==> config.mk <==
export PLATFORM = sky130hd
export DESIGN_NAME = pdsd_top
export DESIGN_NICKNAME = d
export VERILOG_FILES = /design/src/pdsd_pkg.sv /design/src/pdsd_fifo.sv /design/src/pdsd_top.sv
export VERILOG_INCLUDE_DIRS = /design/src
export SDC_FILE = /design/constraint.sdc
export NUM_CORES = 1
export LEC_CHECK = 0
export ABC_AREA = 1
export BUFFER_PORTS_ARGS = -buffer_cell sky130_fd_sc_hd__buf_4
export CAP_MARGIN = 10
export CORE_UTILIZATION = 46
export DETAILED_ROUTE_END_ITERATION = 8
export HOLD_SLACK_MARGIN = 0.03
export PLACE_DENSITY_LB_ADDON = 0.12
export SYNTH_ARGS = -nofsm -noshare
export SYNTH_HDL_FRONTEND = slang
export SYNTH_SLANG_ARGS = --single-unit
==> constraint.sdc <==
create_clock -name clk_sys_in -period 2.3 [get_ports clk_sys_in]
set_clock_uncertainty 0.1 [all_clocks]
set_input_delay 0.115 -clock clk_sys_in [delete_from_list [all_inputs] [get_ports clk_sys_in]]
set_output_delay 0.115 -clock clk_sys_in [all_outputs]
set_load 0.02 [all_outputs]
==> src/pdsd_regs.svh <==
// constants for the peripheral detect and soft detach sequencer
`ifndef PDSD_REGS_SVH
`define PDSD_REGS_SVH
`define PDSD_CLK_MHZ 200
`define PDSD_DETACH_MS 50
`define PDSD_DETACH_CYC (`PDSD_DETACH_MS * 1000 * `PDSD_CLK_MHZ)
`define PDSD_RX_TO_US 2000
`define PDSD_RX_TO_CYC (`PDSD_RX_TO_US * `PDSD_CLK_MHZ)
`define PDSD_INHIBIT_US 100
`define PDSD_INHIBIT_CYC (`PDSD_INHIBIT_US * `PDSD_CLK_MHZ)
`define PDSD_TIMER_W 24
`define PDSD_FRAME_LAST 4'd10
`define PDSD_CMD_IDENTIFY 8'hf2
`define PDSD_RSP_ACK 8'hfa
`define PDSD_ADDR_W 10
`define PDSD_MS_DEV_ADDR 10'h000
`define PDSD_KB_DEV_ADDR 10'h020
`define PDSD_MS_CFG_ADDR 10'h040
`define PDSD_KB_CFG_ADDR 10'h080
`define PDSD_MS_RPT_ADDR 10'h0c0
`define PDSD_KB_RPT_ADDR 10'h100
`define PDSD_STR_BASE 10'h180
`define PDSD_STR_SHIFT 5
`define PDSD_DEV_LEN 8'h12
`define PDSD_MS_CFG_LEN 8'h22
`define PDSD_KB_CFG_LEN 8'h22
`define PDSD_MS_RPT_LEN 8'h32
`define PDSD_KB_RPT_LEN 8'h3f
`define PDSD_STR_LEN 8'h20
`define PDSD_STR_MAX 4'ha
`endif

==> src/pdsd_pkg.sv <==
// types shared by the sequencer and its descriptor fifo
package pdsd_pkg;
  typedef enum logic [1:0] {
    PDSD_DESC_DEVICE = 2'b00,
    PDSD_DESC_CONFIG = 2'b01,
    PDSD_DESC_REPORT = 2'b10,
    PDSD_DESC_STRING = 2'b11
  } pdsd_desc_kind_t;

  typedef struct packed {
    logic last;
    logic [9:0] addr;
  } pdsd_desc_word_t;

  typedef enum logic [3:0] {
    PDSD_ST_IDLE = 4'b0000,
    PDSD_ST_RX = 4'b0001,
    PDSD_ST_WAIT_ATT = 4'b0010,
    PDSD_ST_INHIBIT = 4'b0011,
    PDSD_ST_TX = 4'b0100,
    PDSD_ST_RX_ACK = 4'b0101,
    PDSD_ST_RX_ID0 = 4'b0110,
    PDSD_ST_RX_ID1 = 4'b0111,
    PDSD_ST_DETACH = 4'b1000,
    PDSD_ST_REINIT = 4'b1001
  } pdsd_state_t;
endpackage : pdsd_pkg

==> src/pdsd_fifo.sv <==
// small synchronous fifo with valid and ready on both sides
`timescale 1ns/1ps
module pdsd_fifo #(
  parameter int W = 11,
  parameter int D = 16,
  parameter int AW = $clog2(D)
) (
  input wire logic clk_sys_in,
  input wire logic arst_n_in,
  input wire logic in_valid_in,
  output logic in_ready_out,
  input wire logic [W-1:0] in_data_in,
  output logic out_valid_out,
  input wire logic out_ready_in,
  output logic [W-1:0] out_data_out
);
  logic [W-1:0] mem_ff [D];
  logic [AW:0] wr_ff;
  logic [AW:0] rd_ff;
  wire full = (wr_ff[AW] != rd_ff[AW]) && (wr_ff[AW-1:0] == rd_ff[AW-1:0]);
  wire empty = (wr_ff == rd_ff);
  wire push = in_valid_in && !full;
  wire pop = out_ready_in && !empty;

  // ready and valid stay honest so a stalled drain backs up into the source
  assign in_ready_out = !full;
  assign out_valid_out = !empty;
  assign out_data_out = mem_ff[rd_ff[AW-1:0]];

  // storage needs no reset, only the pointers define the contents
  always_ff @(posedge clk_sys_in) begin
    if (push) begin
      mem_ff[wr_ff[AW-1:0]] <= in_data_in;
    end
  end

  // pointers carry one extra bit to tell full from empty
  always_ff @(posedge clk_sys_in or negedge arst_n_in) begin
    if (!arst_n_in) begin
      wr_ff <= '0;
      rd_ff <= '0;
    end else begin
      if (push) wr_ff <= wr_ff + 1'b1;
      if (pop) rd_ff <= rd_ff + 1'b1;
    end
  end
endmodule : pdsd_fifo

==> src/pdsd_top.sv <==
// peripheral detect, identify and usb soft detach sequencer with descriptor address server
// Contract
// - a soft detach starts by clearing the usb attach enable so the host sees a removal.
// - the attach enable stays cleared for about 50 ms and is then set again.
// - in the same cycle as it reconnects, the usb interface is reinitialised and the host is left to enumerate.
// - a falling port data line while idle raises an event pulse.
// - that falling data line starts a frame reception, as a start bit or as a removal.
// - a reception that times out with data still low means unplugged and enters wait-for-attach.
// - in wait-for-attach a new peripheral is seen when port clock and data are both high.
// - an attached peripheral gets an identify request and the reply drives a soft detach as that type.
// - a keyboard-present flag, high only with a keyboard, selects the descriptor set.
// - device, configuration and report requests pick the set's start address and step it to the end.
// - string requests ignore the flag, the two sets owning disjoint low and high indexes.
`timescale 1ns/1ps
`include "pdsd_regs.svh"
module pdsd_top #(
  parameter int unsigned DETACH_CYC = `PDSD_DETACH_CYC,
  parameter int unsigned RX_TO_CYC = `PDSD_RX_TO_CYC,
  parameter int unsigned INHIBIT_CYC = `PDSD_INHIBIT_CYC,
  parameter logic [7:0] KBD_ID0 = 8'h5a, // arbitrary value
  parameter logic [7:0] KBD_ID1 = 8'h3c, // arbitrary value
  parameter int FIFO_DEPTH = 16
) (
  input wire logic clk_sys_in,
  input wire logic arst_n_in,
  input wire logic port_clk_in,
  output logic port_clk_out,
  output logic port_clk_oe_out,
  input wire logic port_dat_in,
  output logic port_dat_out,
  output logic port_dat_oe_out,
  output logic usb_attach_enable_out,
  output logic usb_interface_init_out,
  output logic data_fall_event_out,
  output logic keyboard_present_flag_out,
  input wire logic desc_req_valid_in,
  output logic desc_req_ready_out,
  input wire pdsd_pkg::pdsd_desc_kind_t desc_req_kind_in,
  input wire logic [3:0] desc_req_index_in,
  output logic desc_valid_out,
  input wire logic desc_ready_in,
  output logic [`PDSD_ADDR_W-1:0] desc_addr_out,
  output logic desc_last_out
);
  localparam int TW = `PDSD_TIMER_W;

  // pin synchronisers, stage one is only read by stage two
  logic clk_s1_ff, clk_s2_ff, clk_d_ff;
  logic dat_s1_ff, dat_s2_ff, dat_d_ff;
  always_ff @(posedge clk_sys_in or negedge arst_n_in) begin
    if (!arst_n_in) begin
      {clk_s1_ff, clk_s2_ff, clk_d_ff} <= 3'h7;
      {dat_s1_ff, dat_s2_ff, dat_d_ff} <= 3'h7;
    end else begin
      {clk_s1_ff, clk_s2_ff, clk_d_ff} <= {port_clk_in, clk_s1_ff, clk_s2_ff};
      {dat_s1_ff, dat_s2_ff, dat_d_ff} <= {port_dat_in, dat_s1_ff, dat_s2_ff};
    end
  end
  wire clk_fall = clk_d_ff && !clk_s2_ff;
  wire dat_fall = dat_d_ff && !dat_s2_ff;

  pdsd_pkg::pdsd_state_t state_ff, nxt_state;
  logic [TW-1:0] timer_ff;
  logic [3:0] bitcnt_ff, nxt_bitcnt;
  logic [10:0] sh_ff, nxt_sh;
  logic [7:0] id0_ff, nxt_id0;
  logic attach_ff, nxt_attach;
  logic init_ff, nxt_init;
  logic event_ff, nxt_event;
  logic kbd_ff, nxt_kbd;
  logic clk_oe_ff, nxt_clk_oe;
  logic dat_oe_ff, nxt_dat_oe;

  // frame reception shifts in lsb first on each falling port clock
  wire [10:0] rx_shift = {dat_s2_ff, sh_ff[10:1]};
  wire rx_done = clk_fall && (bitcnt_ff == `PDSD_FRAME_LAST);
  wire [7:0] rx_byte = rx_shift[8:1];
  wire [7:0] id_cmd = `PDSD_CMD_IDENTIFY;

  // per-state time limit, one shared timer cleared on every state change
  wire [TW-1:0] lim_detach = TW'(DETACH_CYC - 1);
  wire [TW-1:0] lim_rx = TW'(RX_TO_CYC - 1);
  wire [TW-1:0] lim_inh = TW'(INHIBIT_CYC - 1);
  wire [TW-1:0] lim = (state_ff == pdsd_pkg::PDSD_ST_DETACH) ? lim_detach :
                      (state_ff == pdsd_pkg::PDSD_ST_INHIBIT) ? lim_inh : lim_rx;
  wire tmo = (timer_ff == lim);
  wire is_rx_state = (state_ff == pdsd_pkg::PDSD_ST_RX) || (state_ff == pdsd_pkg::PDSD_ST_RX_ACK) ||
                     (state_ff == pdsd_pkg::PDSD_ST_RX_ID0) || (state_ff == pdsd_pkg::PDSD_ST_RX_ID1);

  // sequencer next-state logic
  always_comb begin
    nxt_state = state_ff;
    nxt_bitcnt = bitcnt_ff;
    nxt_sh = sh_ff;
    nxt_id0 = id0_ff;
    nxt_attach = attach_ff;
    nxt_init = 1'b0;
    nxt_event = 1'b0;
    nxt_kbd = kbd_ff;
    nxt_clk_oe = clk_oe_ff;
    nxt_dat_oe = dat_oe_ff;
    if (is_rx_state && clk_fall) begin
      nxt_sh = rx_shift;
      nxt_bitcnt = bitcnt_ff + 4'h1;
    end
    case (state_ff)
      pdsd_pkg::PDSD_ST_IDLE: begin
        nxt_bitcnt = 4'h0;
        if (dat_fall) begin
          nxt_event = 1'b1;
          nxt_state = pdsd_pkg::PDSD_ST_RX;
        end
      end
      pdsd_pkg::PDSD_ST_RX: begin
        // received bytes are dropped here, translation lives elsewhere
        if (rx_done) begin
          nxt_state = pdsd_pkg::PDSD_ST_IDLE;
        end else if (tmo) begin
          nxt_state = dat_s2_ff ? pdsd_pkg::PDSD_ST_IDLE : pdsd_pkg::PDSD_ST_WAIT_ATT;
        end
      end
      pdsd_pkg::PDSD_ST_WAIT_ATT: begin
        if (clk_s2_ff && dat_s2_ff) begin
          nxt_clk_oe = 1'b1;
          nxt_state = pdsd_pkg::PDSD_ST_INHIBIT;
        end
      end
      pdsd_pkg::PDSD_ST_INHIBIT: begin
        // hold clock low, then claim the line with a start bit and hand the clock back
        if (tmo) begin
          nxt_clk_oe = 1'b0;
          nxt_dat_oe = 1'b1;
          nxt_sh = {1'b0, 1'b1, ~^id_cmd, id_cmd};
          nxt_bitcnt = 4'h0;
          nxt_state = pdsd_pkg::PDSD_ST_TX;
        end
      end
      pdsd_pkg::PDSD_ST_TX: begin
        // new bit on each falling edge; stop bit releases, the last fall is the peripheral's ack
        if (clk_fall) begin
          nxt_bitcnt = bitcnt_ff + 4'h1;
          nxt_dat_oe = ~sh_ff[0];
          nxt_sh = {1'b0, sh_ff[10:1]};
          if (bitcnt_ff == `PDSD_FRAME_LAST) begin
            nxt_dat_oe = 1'b0;
            nxt_bitcnt = 4'h0;
            nxt_state = pdsd_pkg::PDSD_ST_RX_ACK;
          end
        end else if (tmo) begin
          nxt_dat_oe = 1'b0;
          nxt_state = pdsd_pkg::PDSD_ST_WAIT_ATT;
        end
      end
      pdsd_pkg::PDSD_ST_RX_ACK: begin
        if (rx_done) begin
          nxt_bitcnt = 4'h0;
          nxt_state = (rx_byte == `PDSD_RSP_ACK) ? pdsd_pkg::PDSD_ST_RX_ID0 :
                      pdsd_pkg::PDSD_ST_WAIT_ATT;
        end else if (tmo) begin
          nxt_state = pdsd_pkg::PDSD_ST_WAIT_ATT;
        end
      end
      pdsd_pkg::PDSD_ST_RX_ID0: begin
        if (rx_done && rx_byte == KBD_ID0) begin
          nxt_bitcnt = 4'h0;
          nxt_id0 = rx_byte;
          nxt_state = pdsd_pkg::PDSD_ST_RX_ID1;
        end else if (rx_done || tmo) begin
          nxt_kbd = 1'b0;
          nxt_attach = 1'b0;
          nxt_state = pdsd_pkg::PDSD_ST_DETACH;
        end
      end
      pdsd_pkg::PDSD_ST_RX_ID1: begin
        if (rx_done || tmo) begin
          nxt_kbd = rx_done && (rx_byte == KBD_ID1) && (id0_ff == KBD_ID0);
          nxt_attach = 1'b0;
          nxt_state = pdsd_pkg::PDSD_ST_DETACH;
        end
      end
      pdsd_pkg::PDSD_ST_DETACH: begin
        if (tmo) begin
          nxt_attach = 1'b1;
          nxt_init = 1'b1;
          nxt_state = pdsd_pkg::PDSD_ST_REINIT;
        end
      end
      pdsd_pkg::PDSD_ST_REINIT: begin
        nxt_state = pdsd_pkg::PDSD_ST_IDLE;
      end
      default: begin
        nxt_state = pdsd_pkg::PDSD_ST_IDLE;
      end
    endcase
  end

  // sequencer registers
  always_ff @(posedge clk_sys_in or negedge arst_n_in) begin
    if (!arst_n_in) begin
      state_ff <= pdsd_pkg::PDSD_ST_IDLE;
      timer_ff <= '0;
      bitcnt_ff <= 4'h0;
      sh_ff <= 11'h000;
      id0_ff <= 8'h00;
      attach_ff <= 1'b1;
      init_ff <= 1'b0;
      event_ff <= 1'b0;
      kbd_ff <= 1'b0;
      clk_oe_ff <= 1'b0;
      dat_oe_ff <= 1'b0;
    end else begin
      state_ff <= nxt_state;
      timer_ff <= (nxt_state != state_ff || tmo) ? '0 : timer_ff + 1'b1;
      bitcnt_ff <= nxt_bitcnt;
      sh_ff <= nxt_sh;
      id0_ff <= nxt_id0;
      attach_ff <= nxt_attach;
      init_ff <= nxt_init;
      event_ff <= nxt_event;
      kbd_ff <= nxt_kbd;
      clk_oe_ff <= nxt_clk_oe;
      dat_oe_ff <= nxt_dat_oe;
    end
  end

  // open-drain port: only ever drives low
  assign port_clk_out = 1'b0;
  assign port_dat_out = 1'b0;
  assign port_clk_oe_out = clk_oe_ff;
  assign port_dat_oe_out = dat_oe_ff;
  assign usb_attach_enable_out = attach_ff;
  assign usb_interface_init_out = init_ff;
  assign data_fall_event_out = event_ff;
  assign keyboard_present_flag_out = kbd_ff;

  // descriptor start address and length by kind and set
  wire [`PDSD_ADDR_W-1:0] dev_addr = kbd_ff ? `PDSD_KB_DEV_ADDR : `PDSD_MS_DEV_ADDR;
  wire [`PDSD_ADDR_W-1:0] cfg_addr = kbd_ff ? `PDSD_KB_CFG_ADDR : `PDSD_MS_CFG_ADDR;
  wire [`PDSD_ADDR_W-1:0] rpt_addr = kbd_ff ? `PDSD_KB_RPT_ADDR : `PDSD_MS_RPT_ADDR;
  // strings sit in fixed slots by index, the flag is not consulted
  wire [`PDSD_ADDR_W-1:0] str_addr = `PDSD_STR_BASE +
                                     (`PDSD_ADDR_W'(desc_req_index_in) << `PDSD_STR_SHIFT);
  wire [7:0] cfg_len = kbd_ff ? `PDSD_KB_CFG_LEN : `PDSD_MS_CFG_LEN;
  wire [7:0] rpt_len = kbd_ff ? `PDSD_KB_RPT_LEN : `PDSD_MS_RPT_LEN;
  wire [`PDSD_ADDR_W-1:0] start_addr =
    (desc_req_kind_in == pdsd_pkg::PDSD_DESC_DEVICE) ? dev_addr :
    (desc_req_kind_in == pdsd_pkg::PDSD_DESC_CONFIG) ? cfg_addr :
    (desc_req_kind_in == pdsd_pkg::PDSD_DESC_REPORT) ? rpt_addr : str_addr;
  wire [7:0] start_len =
    (desc_req_kind_in == pdsd_pkg::PDSD_DESC_DEVICE) ? `PDSD_DEV_LEN :
    (desc_req_kind_in == pdsd_pkg::PDSD_DESC_CONFIG) ? cfg_len :
    (desc_req_kind_in == pdsd_pkg::PDSD_DESC_REPORT) ? rpt_len : `PDSD_STR_LEN;
  // string indexes past the last slot are accepted and produce nothing
  wire req_ok = (desc_req_kind_in != pdsd_pkg::PDSD_DESC_STRING) || (desc_req_index_in <= `PDSD_STR_MAX);

  logic srv_busy_ff;
  logic [`PDSD_ADDR_W-1:0] srv_addr_ff;
  logic [7:0] srv_left_ff;
  logic fifo_in_ready;
  pdsd_pkg::pdsd_desc_word_t push_word, pop_word;
  wire req_take = desc_req_valid_in && !srv_busy_ff;
  wire push = srv_busy_ff && fifo_in_ready;
  assign desc_req_ready_out = !srv_busy_ff;
  assign push_word.addr = srv_addr_ff;
  assign push_word.last = (srv_left_ff == 8'h01);

  // address stepper, stalls whenever the fifo is full
  always_ff @(posedge clk_sys_in or negedge arst_n_in) begin
    if (!arst_n_in) begin
      srv_busy_ff <= 1'b0;
      srv_addr_ff <= '0;
      srv_left_ff <= 8'h00;
    end else if (req_take) begin
      srv_busy_ff <= req_ok;
      srv_addr_ff <= start_addr;
      srv_left_ff <= start_len;
    end else if (push) begin
      srv_addr_ff <= srv_addr_ff + 1'b1;
      srv_left_ff <= srv_left_ff - 8'h01;
      srv_busy_ff <= !push_word.last;
    end
  end

  pdsd_fifo #(
    .W($bits(pdsd_pkg::pdsd_desc_word_t)),
    .D(FIFO_DEPTH)
  ) u_fifo (
    .clk_sys_in(clk_sys_in),
    .arst_n_in(arst_n_in),
    .in_valid_in(srv_busy_ff),
    .in_ready_out(fifo_in_ready),
    .in_data_in(push_word),
    .out_valid_out(desc_valid_out),
    .out_ready_in(desc_ready_in),
    .out_data_out(pop_word)
  );
  assign desc_addr_out = pop_word.addr;
  assign desc_last_out = pop_word.last;
endmodule : pdsd_top

**Yosys cells after proc, flatten, opt, wreduce, memory -nomap -nowiden**

Memory sizes are Yosys's and may differ from the RTL's.
Cells that the tools add are included.

- $add $sub $neg: 7
- Order comparisons: 1
- Equal/unequal tests: 29
- Mux-type cells: 65
- Bitwise gates (word level): 1
- Reduce and logical (&&, ||, !) cells: 36

Operators with widths:

| cell | number |
|---|---|
| $mux 4 | 19 |
| $mux 10 | 5 |
| $mux 24 | 2 |
| $pmux 4 s9 | 1 |
| $mux 11 | 3 |
| $add 24x1->24 const B | 1 |
| $eq 24x24->1 | 1 |
| $mux 8 | 3 |
| $pmux 11 s2 | 1 |
| $pmux 4 s5 | 1 |
| $mux 19 | 1 |
| $mux 1 | 18 |
| $eq 4x3->1 const B | 4 |
| $eq 8x7->1 const B | 2 |
| $logic_and 1x1->1 | 12 |
| $mux 6 | 2 |
| $add 10x1->10 const B | 1 |
| $add 5x1->5 const B | 2 |
| $add 9x9->10 const A | 1 |
| $mux 5 | 2 |
| $ne 2x2->1 const B | 5 |
| $mux 9 | 1 |
| $reduce_and 3->1 | 3 |
| $eq 4x2->1 const B | 2 |
| 29 further kinds | 46 |

- Flip-flop bits (word level): 92
- Bits in writable memories: 176
- Input bits: 12
- Output and inout port bits: 21
- Logic and storage cells: 162
- Memories: 1

Memories:

| name | words | width | read ports | clocked after memory_dff | wr ports | RTL line | RTL |
|---|---|---|---|---|---|---|---|
| u_fifo.mem_ff | 16 | 11 | 1 | 0 | 1 | pdsd_fifo.sv:17 | `logic [W-1:0] mem_ff [D];` |

**Depth between registers and ports, before layout**

- Depth after elaboration: 11
- Gate-level depth with buffers: 18
- Depth with buffers taken out: 16

**Modules after synthesis**

From an unflattened synthesis, not the netlist that was laid out.

- Cells, all modules: 1285
- Area total of the unflattened synthesis: 12454.4 µm²

By module, submodules not included:

| module | times used | cells an instance | area an instance (µm²) | seq. area each (µm²) |
|---|---|---|---|---|
| pdsd_fifo | 1 | 721 | 7831.3 | 5535.3 |
| pdsd_top | 1 | 564 | 4623.2 | 2060.7 |

**Least setup slack after synthesis**

OpenSTA, ideal clock, no wires.

- Kind: register -> register
- From: register u_fifo.rd_ff[0]
- To: memory u_fifo.mem_ff[12][0], enable pin
- Setup time: 0.378 ns
- Arrival: 2.040 ns
- Required time: 1.822 ns
- Slack: -0.218 ns
- Stages on the path, launching flop included: 11
- Path buffers: 2
- Period minus slack after synthesis: 2.518 ns
- Path through: dfrtp_1 -> clkbuf_1 -> inv_2 -> nand2_1 -> a21oi_1 -> nand3_1 -> nand2_1 -> inv_1 -> clkbuf_1 -> nand2_1 -> nor2_1

- Cells in the longest elaborated chain, start to end: 6

Ends and longest elaborated chain:

| element | RTL line | RTL |
|---|---|---|
| start: declaration | pdsd_fifo.sv:19 | `logic [AW:0] rd_ff;` |
| start signal: assignment | pdsd_fifo.sv:44 | `if (pop) rd_ff <= rd_ff + 1'b1;` |
| $eq 4x4->1 | pdsd_fifo.sv:20 | `wire full = (wr_ff[AW] != rd_ff[AW]) && (wr_ff[AW-1:0] == rd_ff[AW-1:0]);` |
| $logic_and 1x1->1 | pdsd_fifo.sv:20 |  |
| $logic_not 1->1 | pdsd_fifo.sv:22 | `wire push = in_valid_in && !full;` |
| $logic_and 1x1->1 | pdsd_fifo.sv:22 |  |
| $mux 1 | pdsd_fifo.sv:32 | `if (push) begin` |
| $mux 1 (not written as such) | pdsd_fifo.sv:33 | `mem_ff[wr_ff[AW-1:0]] <= in_data_in;` |
| end: declaration | pdsd_fifo.sv:17 |  |

No other way between the ends.

**Worst setup path in the final report**

- From: register u_fifo.rd_ff[0]
- To: output desc_addr_out[4]

- Cells in the longest elaborated chain, start to end: 1

Ends and longest elaborated chain:

| element | RTL line | RTL |
|---|---|---|
| $mem_v2 16x11 | n/a |  |
| end: declaration | pdsd_top.sv:42 | `` output logic [`PDSD_ADDR_W-1:0] desc_addr_out, `` |

No other way between the ends.

==> results by group <==
Hold path
  • Worst min path class: in2reg

Placement
  • Placer Congestion: 0.876
  • I/O Buffers: 30
  • Worst slack, placed: 18.0 ps
  • Post-DP HPWL: 17.9 mm

STA
  • Relative slew slack: 0.555
  • RSZ-0062 raised after global routing: yes
  • Final Slew Violations: 0
  • Final min period: 2480 ps
  • Final setup vio count: 30
  • Hold Fails Final Rpt: 0
  • Peak Freq: 403 MHz
  • Final TNS setup: -1550 ps
  • Final period util: 1.08
  • Slew @ Worst Pin: 666 ps
  • Worst setup margin: -183 ps

Pwr
  • Pleak: 6.19 nW
  • Total net switching power: 0.00688 W
  • Pint: 0.0122 W
  • Share of power burned in registers: 0.368
  • Comb power frac: 0.405
  • Worst ir drop on vdd: 1.00 mV
  • Power, Total: 0.0191 W
  • Pwr dens: 1230 nW/um^2
  • Clk pwr share: 0.227
  • Switching share of power: 0.360

Floorplan
  • Die area: 27300 um^2
  • Ports: 33
  • Initial core utilization: 0.470
  • Core area: 26100 um^2
  • Die Height: 165 um
  • Row cnt: 59
  • Die extent in x: 165 um

Cells and area
  • Area of the multi-input gates: 4590 um^2
  • Share of cells above drive strength 1: 0.258
  • Register area: 7610 um^2
  • Area delta synth->final: 27.4%
  • Fillers: 2122
  • Nets: 1308
  • Antenna cells: 0

Worst setup path
  • Crit path launch type: flop
  • Worst Path Arrival: 2270 ps
  • Crit-path max FO: 8
  • Setup CP Type: reg2out
  • Critical Path RT: 2090 ps
  • CP endpoint kind: output port

Clock network
  • Root Buffer: clkbuf_16
  • Clock Path Buffers: 3
  • CTS tree: built
  • Clock sinks: 268
  • Num CTS Buffers: 28
  • Clock transition at path regs: 60 ps
  • Clk Latency, worst-skew pair: 530 ps
  • H-tree level count: 1

Drt
  • First-pass detailed-route iteration total: 7
  • Vias: 8842
  • ANT nets after route: 0
  • Post-Route WL: 30.3 mm
  • Wire per inst: 18.5 um
  • DRC: 0
  • 1st-iter DRT viols: 613
  • Via density: 5.39

Synthesis
  • Top-count cell post-synth: nor2_1
  • Most used flip-flop cell after synthesis: edfxtp_1
  • Largest area contributor in the netlist: edfxtp_1
  • Post-synthesis sequential area ratio: 0.621
  • Post-synthesis average cell area: 10.6 um^2
  • Synth Register Bits: 268
  • Synth top area share: 0.432
  • Library cells used by synthesis: 51
  • Post-synth EDFFs: 176
  • Syn Inst Count: 1152
  • Asr flop ratio synth: 0.343
  • Top cells by area, synth: edfxtp_1, dfrtp_1, nor2_1, nand2_1, inv_1
  • Post-Syn Area: 12200 um^2
  • Yosys warns: 0
  • Most frequent cells after synthesis: nor2_1, edfxtp_1, nand2_1

Global route
  • Total track usage: 0.222
  • Vias in the first global route: 8587
  • Initial antenna violation count: 0
  • Total grt overflow: 0
  • Largest net degree at the start of global routing: 61
  • First-pass GRT wire length: 46.2 mm

Run status
  • Failing checks: negative setup slack
  • Outcome: finished with violations

Run
  • Maxcap violations: 0
-- per-layer routing --
metal,up-vias,track usage,routed length (um)
met2,194,0.372,15200
met4,0,0.0746,732
li1,4270,-,-
met3,46,0.0292,1260
met1,4332,0.299,13100
met5,-,0,0
-- through the flow --
step / area, um^2 / hold WS, ps / instances / utilization
CTS: 15000 / 39.4 / 1628 / 0.575
detailed placement: 13500 / -102 / 1548 / 0.517
global route: 15600 / 114 / 1639 / 0.598
floorplan: 12300 / -281 / 1153 / -
global placement: 13500 / -104 / 1548 / 0.517
finish: 15600 / 69.8 / 1639 / 0.598
-- cell type report --
cell class / count / share of cell area
clock buffers: 39 / 0.0490
clock inverters: 13 / 0.00787
inverters: 112 / 0.0279
multi-input cells: 729 / 0.294
flip-flops and latches: 268 / 0.488
well taps: 335 / 0.0269
repair buffers: 143 / 0.106
-- cell usage in the layout (no fill, tap or decap), types with 6 or more instances in the layout --
cell and count:
o221ai_1 12, nor3_1 17, nand2_2 22, nor3_4 17
clkbuf_16 32, a22oi_1 6, nor3_2 9, edfxtp_1 176
nand2_4 7, buf_12 22, dfrtp_1 79, o211ai_1 12
xnor2_1 6, nand3_1 46, inv_1 101, o32ai_2 9
clkbuf_1 10, buf_4 84, nor2_4 10, nand3_2 16
inv_2 9, dfstp_2 7, o32ai_1 19, nand4_1 12
xor2_1 28, nor2_1 152, mux2i_1 16, nand2_1 137
buf_6 11, a21oi_1 13, nor2_2 33, buf_16 7
o221ai_2 6, o21ai_0 65, ha_1 13, o21ai_1 11
dlygate4sd3_1 13
-- state kept, by name, summed over array words and instances, names as in the netlist, 4 cells and up --
signal	count
state_ff	4
u_fifo.wr_ff	5
srv_addr_ff	10
sh_ff	11
id0_ff	8
bitcnt_ff	4
u_fifo.mem_ff	176
timer_ff	24
u_fifo.rd_ff	5
srv_left_ff	8
-- critical path: stages, from the launching register on --
cell	delay, ps
dfrtp_4	600
clkinv_8	150
buf_12	170
nor2_1	80
o32ai_1	80
o211ai_1	300
nand3_1	170
buf_6	170
-- power groups by stage --
stage	Combinational, W	Sequential [W]	Clock [W]
floorplan	0.00367	0.00708	0
global placement	0.00610	0.00699	0
detailed placement	0.00617	0.00701	0
CTS	0.00730	0.00697	0.00444
global route	0.00843	0.00712	0.00461
finish	0.00774	0.00702	0.00434
-- repair_timing --
item	in CTS	in global routing
endpoints found under the setup margin	11	227
gates resized for setup	52	124
endpoints found under the hold margin	107	0
pin swaps	19	25
hold buffers	13	0
gates cloned	9	5
buffers inserted	6	8
-- final timing paths --
check | startpoint | to | slack [ps] | depth (start not counted)
max in group asynchronous | arst_n_in | port_dat_oe_out | 480 | 4
min in group asynchronous | arst_n_in | clk_d_ff | 540 | 3
hold / removal | desc_req_index_in[3] | srv_addr_ff[9] | 70 | 6
setup / recovery | u_fifo.rd_ff[0] | desc_addr_out[4] | -180 | 7
hold reg to reg | dat_s1_ff | dat_s2_ff | 260 | 0
setup reg to reg | timer_ff[22] | timer_ff[7] | -20 | 14
-- kinds of logic after synthesis --
logic type,synth area share
AND/OR/NAND/NOR,0.183
XOR/XNOR,0.0243
multiplexers,0.0156
flip-flops,0.621
adder cells (fa/ha/maj),0.0143
AO/OA/AOI/OAI,0.0907
buffers and inverters,0.0513
other,0.000306
(Power assumes the default switching activity.)
